===== src/shared/msio_pkg.sv =====
// Shared constants and types for the module status and I/O control block.
package msio_pkg;
  localparam logic [7:0] ADDR_STATUS = 8'h6e;
  localparam logic [7:0] ADDR_PART_ID = 8'h86;
  localparam logic [7:0] ADDR_SI_REV = 8'h87;
  localparam logic [7:0] ADDR_CONFIG_A = 8'h88;
  localparam logic [7:0] ADDR_CONFIG_B = 8'h89;
  localparam logic [7:0] ADDR_CONFIG_C = 8'h8a;
  localparam logic [7:0] ADDR_BUS_SEL = 8'h8b;
  localparam logic [7:0] ADDR_FAULT_EN1 = 8'hf8;
  localparam logic [7:0] ADDR_FAULT_EN2 = 8'hfc;
  // Bus address answered before the stored one is recalled.
  localparam logic [7:0] DEFAULT_BUS_ADDR = 8'ha2;
  // Status byte field positions.
  localparam int ST_NOT_READY = 0;
  localparam int ST_RXL0 = 1;
  localparam int ST_RXL1 = 2;
  localparam int ST_LATCH_CLR = 3;
  localparam int ST_RATE_SELECT_INPUT_SOFT = 5;
  localparam int ST_GEN_IN = 6;
  localparam int ST_RATE_SELECT_INPUT_IN = 7;
  // Config A fields.
  localparam int CA_RATE_SELECT_INPUT_INV = 0;
  localparam int CA_RATE_SELECT_INPUT_PIN = 1;
  // Config B fields.
  localparam int CB_GEN_FORCE = 0;
  localparam int CB_GEN_FVAL = 1;
  localparam int CB_GEN_INV = 2;
  localparam int CB_GEN_SRC = 3;
  localparam int CB_LATCH_LO = 4;
  // Config C fields.
  localparam int CC_LOSS_SEL = 0;
  localparam int CC_LOSS_INV = 2;
  localparam int CC_LATCH_LO = 4;
  localparam int NUM_ALARMS = 6;
  localparam int NUM_FAULT_SRC = 16;
  localparam int FS_LOSS_QT = 12;
  localparam logic [7:0] RESET_BYTE = 8'h00;
  // Supply-ready settling time after the analog level is reached.
  localparam int READY_TIME_NS = 500000;
  localparam int CLK_PERIOD_NS = 25;
  localparam int READY_CYCLES = READY_TIME_NS / CLK_PERIOD_NS;
  localparam int CNT_W = 16;
  localparam int SYNC_W = 5;

  typedef struct packed {
    logic [7:0] config_a;
    logic [7:0] config_b;
    logic [7:0] config_c;
    logic [7:0] bus_address_select;
    logic [7:0] fault_enable_first;
    logic [7:0] fault_enable_second;
  } msio_nv_type;

  typedef struct packed {
    logic wr;
    logic [7:0] addr;
    logic [7:0] wdata;
  } msio_acc_type;

  typedef struct packed {
    logic [SYNC_W-1:0] sync1;
    logic [SYNC_W-1:0] sync2;
    logic supply_prev;
    logic recalled;
    logic not_ready;
    logic [CNT_W-1:0] ready_cnt;
    msio_nv_type shadow;
    logic rate_select_input_soft;
    logic [NUM_ALARMS-1:0] alarm_latch;
    logic [7:0] rdata;
    logic [7:0] bus_addr;
    logic [1:0] loss_oe;
    logic gen_oe;
    logic rate_select_input_oe;
    logic fault;
    logic analog_en;
  } msio_state_type;
endpackage : msio_pkg


===== src/rtl/msio_status_io.sv =====
// Status, loss routing, digital I/O, fault and die identification logic.
// Summary of operation
// - Not-ready flag set below analog level, cleared within 500 us after rising above.
// - Answer at fixed default bus address until stored address is recalled.
// - Loss select zero routes the receiver loss pin to the loss output.
// - Loss mux output is readable as the receive-loss status bit.
// - Loss invert bit set inverts the loss signal before the output.
// - Loss select one takes the internal low quick-trip alarm instead.
// - Stored loss selection applies only after analog level and recall.
// - Status byte reports general input and rate-select input levels.
// - General output takes one input chosen by a config bit, forceable and invertible.
// - Rate-select output driven and inverted by status bit and config bit.
// - The loss, general and rate-select open-drain outputs derive from inputs and control settings.
// - Fault asserts on any enabled alarm, warning or quick-trip.
// - Each fault source passes only with its bit set in the enable registers.
// - Each alarm is latched or passed through per config latch bits.
// - Two read-only registers return part code and silicon revision.
// - On reaching analog level, enable analog; stored settings are recalled only on the first time after reset.
// - Outputs stay disabled while supply is below the analog level.
`timescale 1ns/1ps
module msio_status_io #(
  parameter int READY_CYCLES = msio_pkg::READY_CYCLES,
  // Arbitrary identification values.
  parameter logic [7:0] PART_ID = 8'h5a,
  parameter logic [7:0] SI_REV = 8'h01
) (
  input wire logic i_mclk,
  input wire logic i_rst,
  input wire logic i_supply_ok,
  input wire msio_pkg::msio_nv_type i_nv,
  input wire msio_pkg::msio_acc_type i_acc,
  input wire logic [1:0] i_loss_pin,
  input wire logic [1:0] i_loss_low_qt,
  input wire logic i_gen_in,
  input wire logic i_rate_sel_in,
  input wire logic [msio_pkg::NUM_FAULT_SRC-1:0] i_fault_src,
  output logic [7:0] o_rdata,
  output logic [7:0] o_bus_addr,
  output logic [1:0] o_loss_out,
  output logic [1:0] o_loss_oe,
  output logic o_gen_out,
  output logic o_gen_oe,
  output logic o_rate_select_input_out,
  output logic o_rate_select_input_oe,
  output logic o_fault,
  output logic o_analog_en
);

  msio_pkg::msio_state_type st_reg;
  msio_pkg::msio_state_type st_next;

  // Pin levels after the second synchroniser stage.
  logic supply_s;
  logic [1:0] loss_pin_s;
  logic gen_in_s;
  logic rate_select_input_in_s;
  logic powered;
  logic [1:0] loss_sel;
  logic [1:0] loss_mux;
  logic [1:0] loss_drive;
  logic gen_val;
  logic rate_select_input_val;
  logic [msio_pkg::NUM_ALARMS-1:0] latch_en;
  logic [msio_pkg::NUM_ALARMS-1:0] alarm_eff;
  logic [msio_pkg::NUM_FAULT_SRC-1:0] fault_vec;
  logic [msio_pkg::NUM_FAULT_SRC-1:0] fault_en;
  logic latch_clr;
  logic [7:0] status_byte;

  function automatic logic [7:0] read_mux(input logic [7:0] addr, input logic [7:0] status,
                                          input msio_pkg::msio_nv_type sh);
    logic [7:0] r;
    r = msio_pkg::RESET_BYTE;
    if (addr == msio_pkg::ADDR_STATUS) begin
      r = status;
    end else if (addr == msio_pkg::ADDR_PART_ID) begin
      r = PART_ID;
    end else if (addr == msio_pkg::ADDR_SI_REV) begin
      r = SI_REV;
    end else if (addr == msio_pkg::ADDR_CONFIG_A) begin
      r = sh.config_a;
    end else if (addr == msio_pkg::ADDR_CONFIG_B) begin
      r = sh.config_b;
    end else if (addr == msio_pkg::ADDR_CONFIG_C) begin
      r = sh.config_c;
    end else if (addr == msio_pkg::ADDR_BUS_SEL) begin
      r = sh.bus_address_select;
    end else if (addr == msio_pkg::ADDR_FAULT_EN1) begin
      r = sh.fault_enable_first;
    end else if (addr == msio_pkg::ADDR_FAULT_EN2) begin
      r = sh.fault_enable_second;
    end
    return r;
  endfunction : read_mux

  assign supply_s = st_reg.sync2[0];
  assign loss_pin_s = st_reg.sync2[2:1];
  assign gen_in_s = st_reg.sync2[3];
  assign rate_select_input_in_s = st_reg.sync2[4];
  // Recalled settings act only while the analog level is held.
  assign powered = supply_s & st_reg.recalled;

  // Until recall the stored mux choice is not trusted, so the pin path is used.
  assign loss_sel = powered ? st_reg.shadow.config_c[msio_pkg::CC_LOSS_SEL +: 2] : 2'b00;

  genvar g;
  generate
    for (g = 0; g < 2; g++) begin : g_loss
      assign loss_mux[g] = loss_sel[g] ? i_loss_low_qt[g] : loss_pin_s[g];
      assign loss_drive[g] = loss_mux[g] ^ st_reg.shadow.config_c[msio_pkg::CC_LOSS_INV + g];
    end
  endgenerate

  // General output: chosen input, optionally forced, then optionally inverted.
  always_comb begin
    gen_val = st_reg.shadow.config_b[msio_pkg::CB_GEN_SRC] ? rate_select_input_in_s : gen_in_s;
    if (st_reg.shadow.config_b[msio_pkg::CB_GEN_FORCE]) begin
      gen_val = st_reg.shadow.config_b[msio_pkg::CB_GEN_FVAL];
    end
    gen_val = gen_val ^ st_reg.shadow.config_b[msio_pkg::CB_GEN_INV];
  end

  // Rate-select output: software bit, optionally or-ed with the pin, then optionally inverted.
  assign rate_select_input_val = (st_reg.rate_select_input_soft | (st_reg.shadow.config_a[msio_pkg::CA_RATE_SELECT_INPUT_PIN] & rate_select_input_in_s))
                    ^ st_reg.shadow.config_a[msio_pkg::CA_RATE_SELECT_INPUT_INV];

  assign latch_en = {st_reg.shadow.config_c[msio_pkg::CC_LATCH_LO +: 2],
                     st_reg.shadow.config_b[msio_pkg::CB_LATCH_LO +: 4]};
  assign fault_en = {st_reg.shadow.fault_enable_second, st_reg.shadow.fault_enable_first};

  // Latched alarms add to the live ones so a cleared condition still faults.
  assign alarm_eff = i_fault_src[msio_pkg::NUM_ALARMS-1:0]
                     | (st_reg.alarm_latch & latch_en);

  always_comb begin
    fault_vec = i_fault_src;
    fault_vec[msio_pkg::NUM_ALARMS-1:0] = alarm_eff;
    fault_vec[msio_pkg::FS_LOSS_QT +: 2] = i_fault_src[msio_pkg::FS_LOSS_QT +: 2] | i_loss_low_qt;
  end

  assign latch_clr = i_acc.wr && (i_acc.addr == msio_pkg::ADDR_STATUS)
                     && i_acc.wdata[msio_pkg::ST_LATCH_CLR];

  always_comb begin
    status_byte = msio_pkg::RESET_BYTE;
    status_byte[msio_pkg::ST_NOT_READY] = st_reg.not_ready;
    status_byte[msio_pkg::ST_RXL0] = loss_mux[0];
    status_byte[msio_pkg::ST_RXL1] = loss_mux[1];
    status_byte[msio_pkg::ST_LATCH_CLR] = |st_reg.alarm_latch;
    status_byte[msio_pkg::ST_RATE_SELECT_INPUT_SOFT] = st_reg.rate_select_input_soft;
    status_byte[msio_pkg::ST_GEN_IN] = gen_in_s;
    status_byte[msio_pkg::ST_RATE_SELECT_INPUT_IN] = rate_select_input_in_s;
  end

  always_comb begin
    st_next = st_reg;
    st_next.sync1 = {i_rate_sel_in, i_gen_in, i_loss_pin, i_supply_ok};
    st_next.sync2 = st_reg.sync1;
    st_next.supply_prev = supply_s;

    // Stored settings are reloaded once per digital power-up; a dip that
    // stays above the digital level keeps them.
    if (supply_s && !st_reg.supply_prev && !st_reg.recalled) begin
      st_next.shadow = i_nv;
      st_next.recalled = 1'b1;
    end else if (i_acc.wr) begin
      if (i_acc.addr == msio_pkg::ADDR_STATUS) begin
        st_next.rate_select_input_soft = i_acc.wdata[msio_pkg::ST_RATE_SELECT_INPUT_SOFT];
      end else if (i_acc.addr == msio_pkg::ADDR_CONFIG_A) begin
        st_next.shadow.config_a = i_acc.wdata;
      end else if (i_acc.addr == msio_pkg::ADDR_CONFIG_B) begin
        st_next.shadow.config_b = i_acc.wdata;
      end else if (i_acc.addr == msio_pkg::ADDR_CONFIG_C) begin
        st_next.shadow.config_c = i_acc.wdata;
      end else if (i_acc.addr == msio_pkg::ADDR_BUS_SEL) begin
        st_next.shadow.bus_address_select = i_acc.wdata;
      end else if (i_acc.addr == msio_pkg::ADDR_FAULT_EN1) begin
        st_next.shadow.fault_enable_first = i_acc.wdata;
      end else if (i_acc.addr == msio_pkg::ADDR_FAULT_EN2) begin
        st_next.shadow.fault_enable_second = i_acc.wdata;
      end
    end

    // Not-ready timing restarts on every fall below the analog level.
    // The count stops three edges short to pay for the pin synchroniser and the flag register.
    if (!supply_s) begin
      st_next.not_ready = 1'b1;
      st_next.ready_cnt = '0;
    end else if (st_reg.not_ready) begin
      if (st_reg.ready_cnt >= msio_pkg::CNT_W'(READY_CYCLES - 3)) begin
        st_next.not_ready = 1'b0;
      end else begin
        st_next.ready_cnt = st_reg.ready_cnt + 1'b1;
      end
    end

    // A new alarm in the clearing cycle survives the clear.
    st_next.alarm_latch = ((st_reg.alarm_latch & {msio_pkg::NUM_ALARMS{~latch_clr}})
                           | i_fault_src[msio_pkg::NUM_ALARMS-1:0]) & latch_en;

    st_next.rdata = read_mux(i_acc.addr, status_byte, st_reg.shadow);
    st_next.bus_addr = st_reg.recalled ? st_reg.shadow.bus_address_select
                                       : msio_pkg::DEFAULT_BUS_ADDR;

    // Open-drain pins pull low when the driven value is low.
    st_next.loss_oe = powered ? ~loss_drive : 2'b00;
    st_next.gen_oe = powered & ~gen_val;
    st_next.rate_select_input_oe = powered & ~rate_select_input_val;
    st_next.fault = powered & |(fault_vec & fault_en);
    st_next.analog_en = powered;
  end

  always_ff @(posedge i_mclk or posedge i_rst) begin
    if (i_rst) begin
      st_reg <= '0;
      st_reg.not_ready <= 1'b1;
      st_reg.bus_addr <= msio_pkg::DEFAULT_BUS_ADDR;
    end else begin
      st_reg <= st_next;
    end
  end

  assign o_rdata = st_reg.rdata;
  assign o_bus_addr = st_reg.bus_addr;
  assign o_loss_out = 2'b00;
  assign o_loss_oe = st_reg.loss_oe;
  assign o_gen_out = 1'b0;
  assign o_gen_oe = st_reg.gen_oe;
  assign o_rate_select_input_out = 1'b0;
  assign o_rate_select_input_oe = st_reg.rate_select_input_oe;
  assign o_fault = st_reg.fault;
  assign o_analog_en = st_reg.analog_en;

endmodule : msio_status_io


===== config.mk =====
export PLATFORM = sky130hd
export DESIGN_NAME = msio_status_io
export DESIGN_NICKNAME = d
export VERILOG_FILES = /design/src/shared/msio_pkg.sv /design/src/rtl/msio_status_io.sv
export SDC_FILE = /design/constraint.sdc
export NUM_CORES = 1
export LEC_CHECK = 0
export ABC_AREA = 1
export BUFFER_PORTS_ARGS = -buffer_cell sky130_fd_sc_hd__buf_2
export CAP_MARGIN = 5
export CELL_PAD_IN_SITES_DETAIL_PLACEMENT = 1
export CELL_PAD_IN_SITES_GLOBAL_PLACEMENT = 2
export CORE_MARGIN = 8
export CORE_UTILIZATION = 32
export CTS_CLUSTER_DIAMETER = 60
export DETAILED_ROUTE_END_ITERATION = 12
export GPL_TIMING_DRIVEN = 0
export PLACE_DENSITY = 0.83
export SYNTH_ARGS = -nofsm -noshare
export SYNTH_HDL_FRONTEND = slang
export SYNTH_SLANG_ARGS = --single-unit

===== constraint.sdc =====
create_clock -name i_mclk -period 4.26 [get_ports i_mclk]
set_input_delay 0.639 -clock i_mclk [delete_from_list [all_inputs] [get_ports i_mclk]]
set_output_delay 0.639 -clock i_mclk [all_outputs]
set_load 0.02 [all_outputs]

**Word level (Yosys, flattened, before mapping)**

Index checks and enable logic that the tools add are counted.

- Memories kept: 0
- Logic and storage cells: 120
- Register bits: 106
- Memory bits (writable): 0
- Bits of input ports: 90
- Latch bits: 0
- Output and inout port bits: 26
- Bits in read-only memories: 0

- Muxes and demuxes: 35
- Reduce and logical (&&, ||, !) cells: 23
- Shift operators: 0
- Order comparisons: 1
- Eq/ne operators: 17
- Add/subtract/negate cells: 1
- Div/mod/pow operators: 0
- Bitwise gates (word level): 22
- $mul: 0

Operators with widths:

| cell | number |
|---|---|
| two-way mux 8 bit | 17 |
| two-way mux 48 bit | 2 |
| == test 8 bit (second input constant) | 8 |
| two-way mux 49 bit | 1 |
| two-way mux 40 bit | 1 |
| two-way mux 17 bit | 2 |
| two-way mux 16 bit | 2 |
| two-way mux 32 bit | 1 |
| two-way mux 24 bit | 1 |
| bitwise AND 6 bit | 3 |
| adder 16 x 1 -> 16 bit (second input constant) | 1 |
| bitwise AND 16 bit | 1 |
| >= comparator 16 x 15 -> 1 bit (second input constant) | 1 |
| OR reduction 16 bit | 1 |
| inequality test 2 bit (second input constant) | 7 |
| nonzero test 2 bit | 7 |
| OR 6 bit | 2 |
| == test 8 x 7 -> 1 bit (second input constant) | 1 |
| AND reduction 8 bit | 1 |
| AND reduction 7 bit | 1 |
| two-way mux 1 bit | 6 |
| AND reduction 3 bit | 2 |
| AND reduction 6 bit | 1 |
| OR reduction 6 bit | 1 |
| 13 further kinds | 28 |

**Longest topological paths before layout**

- Word-level depth: 10
- Depth in mapped cells: 13

**Worst setup path before layout**

Ideal clock, no wire load.

- Path type: input-to-reg
- Start: in i_acc[14] in the netlist's numbering
- End: reg st_reg[61] in the netlist's numbering
- Slack: 2,487 ps
- Stages on the path: 9
- Arrival: 1,644 ps
- Setup time: 129 ps
- Buffers on the path: 1
- Path through: inv_1 -> nand2_1 -> nor2_4 -> nand4_2 -> clkinv_2 -> o21ai_4 -> buf_6 -> nand2_1 -> o211ai_2

- Longest elaborated chain between the ends: 3

Ends and longest elaborated chain:

| element | line | text |
|---|---|---|
| start: declaration | msio_status_io.sv:31 | `input wire msio_pkg::msio_acc_type i_acc,` |
| == test 8 bit, or another cell as far along | msio_status_io.sv:169 | `end else if (i_acc.addr == msio_pkg::ADDR_CONFIG_A) begin` |
| inequality test 2 bit (no source line), or another cell as far along | n/a |  |
| AND reduction 4 bit (no source line) * | n/a |  |
| end signal: assignment | msio_status_io.sv:219 | `st_reg <= st_next;` |
| end: declaration | msio_status_io.sv:49 | `msio_pkg::msio_state_type st_reg;` |

Mark *: on every way between the ends. The rest lies on a longest branch, timed or not.
A chain may end at the register's enable or synchronous reset.

**Worst setup path in the final report**

- Start: reg st_reg[77] in the netlist's numbering
- End: reg st_reg[83] in the netlist's numbering

- Longest elaborated chain between the ends: 4

Ends and longest elaborated chain:

| element | line | text |
|---|---|---|
| adder 16 x 1 -> 16 bit | msio_status_io.sv:193 | `st_next.ready_cnt = st_reg.ready_cnt + 1'b1;` |
| two-way mux 16 bit | msio_status_io.sv:190 | `if (st_reg.ready_cnt >= msio_pkg::CNT_W'(READY_CYCLES - 3)) begin` |
| two-way mux 17 bit | msio_status_io.sv:189 | `end else if (st_reg.not_ready) begin` |
| two-way mux 17 bit | msio_status_io.sv:186 | `if (!supply_s) begin` |

Parallel ways exist; a longest one is shown, timed or not. The select of a mux whose other input is x is not followed.

==> flow_summary.ini <==
[run]
max-cap-violations = 0

[global_routing]
global_route_wire_length_before_repair_um = 32000
grt.overflow.total = 0
pin_count_of_the_biggest_net_entering_global_routing = 59
gr-usage-all-layers = 0.185
via_count_of_the_first_global_routing_pass = 5732
grt_antenna_before_repair = 0

[floorplanning]
rows = 49
floorplan.core_area_mm2 = 0.0179
i_o_pins = 116
chipHeight_um = 151
fp.dieArea_mm2 = 0.0227
effective_utilization_at_floorplan = 0.324
die_w_um = 151

[clock_tree]
tritoncts = done
cts_resized = 0
post_cts_buffers = 0
cts.clk_slew.worst_paths_ns = 0.08
clockRootBuffer = sky130_fd_sc_hd__clkbuf_16
insertion_delay_ns = 0.36
clock_sinks = 106
cts-buffers-inserted = 9
clk_path_buf_depth = 2
hold_buffers = 0
cts.htree.levels = 3

[final_layout]
finish.instance_area_mm2 = 0.00696
fill_cells = 2254
final_layout_size_suffix_gt1_frac = 0.248
fin_nets = 958
layout_common_cells = sky130_fd_sc_hd__nand2_1 (261), sky130_fd_sc_hd__buf_2 (118), sky130_fd_sc_hd__dfrtp_1 (102), sky130_fd_sc_hd__inv_1 (59), sky130_fd_sc_hd__nand3_1 (56)
post-route-util = 0.389
largest_register_ffs = 52
syn_to_final_growth_pct = 19.9
layout_commonest_cell = sky130_fd_sc_hd__nand2_1
fin_cells = 1099
n_antenna_cell = 0

[setup_path]
setup.worst_path.end_class = flip-flop
path_depth = 13
worst_setup_path_start_kind = flip-flop
reg2reg_from = st_reg[77]
critical-path-top-cell-by-count = sky130_fd_sc_hd__nand2_1
critical-path-max-stage-delay_ns = 0.46
crit_path_start = st_reg[77]
r2r.worst_path.cells = 13
timing.reg2reg.setup_slack_ns = 2.37
path_cells = inv_1 -> ha_1 -> inv_1 -> o21ai_1 -> nand3_1 -> nand2_1 -> nand2_1 -> nand2_1 -> nand2_2 -> nand2_2 -> buf_2 -> nand2_1 -> nand2_1
cp.buffers_inverters = 3
timing.critical_path.arrival_ns = 2.18
crit_path_max_fanout = 10
critical-path-top-delay-family = simple AND/OR/NAND/NOR gates
worst_r2r_dst = st_reg[83]
required_ns = 4.55
setup.worst_path.class = reg -> reg
endpoint = st_reg[83]
crit_slowest_cell = sky130_fd_sc_hd__dfrtp_1

[outcome]
outcome = complete, no violations

[synthesis]
synthesis.area_per_instance_um2 = 7.85
biggest_area_consumer_among_synthesized_cells = sky130_fd_sc_hd__dfrtp_1
yosys_register_bits = 106
netlist_area_mm2 = 0.00580
synth_enable_flop_cells = 0
synthTopCellsByArea = sky130_fd_sc_hd__dfrtp_1 (44%), sky130_fd_sc_hd__nand2_1 (17%), sky130_fd_sc_hd__nand3_1 (4.8%), sky130_fd_sc_hd__inv_1 (3.9%), sky130_fd_sc_hd__buf_4 (3.6%)
ys_types = 41
synth_largest_type_area_fraction = 0.440
netlist_instances = 739
synth_seq_area_share = 0.458
synth_flop_cell = sky130_fd_sc_hd__dfrtp_1
yosysWarningCount = 0
asyncSetResetFlopFracSynth = 1.00

[power]
clockPowerShare = 0.278
cellInternalPower_mw = 1.91
netSwitchingPower_uw = 957
power_density_mw_per_mm2 = 413
total_leakage_power_nw = 3.62
swShare = 0.334
pwr-share-seq = 0.494
p_comb_frac = 0.228
vdd_ir_drop_max_uv = 286

[worst_hold_path]
worstHoldPathType = reg -> reg

[place]
placement.io_buffers = 111
detailed_placement_wirelength_estimate_um = 15700
placed_area_mm2 = 0.00669
placer_s_final_routability_congestion_estimate = 0.847
dp_cells = 1083

[detailed_routing]
drc_errors = 0
post_drt_via_cell_ratio = 4.79
route.vias.total = 5265
wl_per_cell_um = 18.2
ant_nets = 0
detail_route.iter0.violations = 274
detailedRoute.firstPassIterationCount = 4
total_wirelength_of_the_detailed_routed_design_um = 20000

[sta]
setup_viol_count_final = 0
drv_slew = 0
fin_tns_setup_ns = 0
final_period_minus_worst_setup_slack_ns = 1.89
unrepaired_setup_endpoints_after_global_routing = false
final.period_utilization = 0.443
max-slew-margin-rel = 0.541
final.hold.worst_slack_ns = 0.349
report.final.hold_viol_count = 0
fmax_ghz = 0.530
finClkSkew_ns = 0.0118
worst_pin_slew_ns = 0.688
-- worst min path at each step --
stage,start,end,depth (start not counted)
2_1_floorplan,st_next[99],gen_in_s,0
3_3_place_gp,st_next[99],gen_in_s,0
3_5_place_dp,st_next[99],gen_in_s,0
4_1_cts,st_next[99],gen_in_s,0
5_1_grt,st_next[97],loss_pin_s[0],0
6_report,st_next[98],loss_pin_s[1],0
-- per-stage QoR --
step / worst slack, ns / power (mW)
after floorplan: 0.839 / 1.83
after global placement: -0.588 / 2.07
after detailed placement: 1.98 / 2.10
after CTS: 2.32 / 2.91
after global routing: 2.10 / 3.04
final: 2.37 / 2.87
-- Yosys cell counts (4+ instances only) --
library cell               instances
sky130_fd_sc_hd__inv_1            60
sky130_fd_sc_hd__dfrtp_1         102
sky130_fd_sc_hd__nor3_1           19
sky130_fd_sc_hd__or2_2             6
sky130_fd_sc_hd__nand2_2           5
sky130_fd_sc_hd__nand2_4           6
sky130_fd_sc_hd__buf_4            28
sky130_fd_sc_hd__nor4_1            5
sky130_fd_sc_hd__xor2_1            8
sky130_fd_sc_hd__dfstp_2           4
sky130_fd_sc_hd__o211ai_2          8
sky130_fd_sc_hd__inv_2             7
sky130_fd_sc_hd__a21oi_1          19
sky130_fd_sc_hd__nand4_1          11
sky130_fd_sc_hd__o21ai_0          22
sky130_fd_sc_hd__nor2_1           38
sky130_fd_sc_hd__nand2_1         261
sky130_fd_sc_hd__buf_2             7
sky130_fd_sc_hd__o211ai_1         24
sky130_fd_sc_hd__nand3_1          56
sky130_fd_sc_hd__o21ai_1           9
-- kinds of logic after synthesis --
group,Yosys count,share of synthesized area
AND/OR/NAND/NOR,414,0.310
buffers and inverters,111,0.0959
flip-flops,106,0.458
AO/OA/AOI/OAI,93,0.113
XOR/XNOR,11,0.0166
adder cells (fa/ha/maj),3,0.00647
other,1,0.000646
-- layer usage --
layer  vias up  share of wire  routed length, um  global-route usage
li1       2627              -                  -                   -
met4         0         0.0079                158              0.0317
met2       114           0.46               9280               0.296
met5         -              0                  0                   0
met3        12          0.048                957              0.0376
met1      2512           0.48               9620               0.257
-- area by class of cell --
class | count | area, um^2 | area share
well taps | 229 | 287 | 0.0412
repair buffers | 112 | 583 | 0.0838
plain buffers | 42 | 294 | 0.0423
multi-input cells | 525 | 2600 | 0.374
inverters | 69 | 265 | 0.0381
clock inverters | 6 | 42.5 | 0.00611
flip-flops and latches | 106 | 2660 | 0.382
clock buffers | 10 | 229 | 0.0329
-- power groups by stage --
stage	clock (mW)	sequential (mW)	combinational, mW
after floorplan	0	1.37	0.454
after global placement	0	1.43	0.640
after detailed placement	0	1.44	0.661
after CTS	0.825	1.42	0.665
after global routing	0.857	1.44	0.739
final	0.798	1.42	0.654
Power figures use the tool's default switching activity.
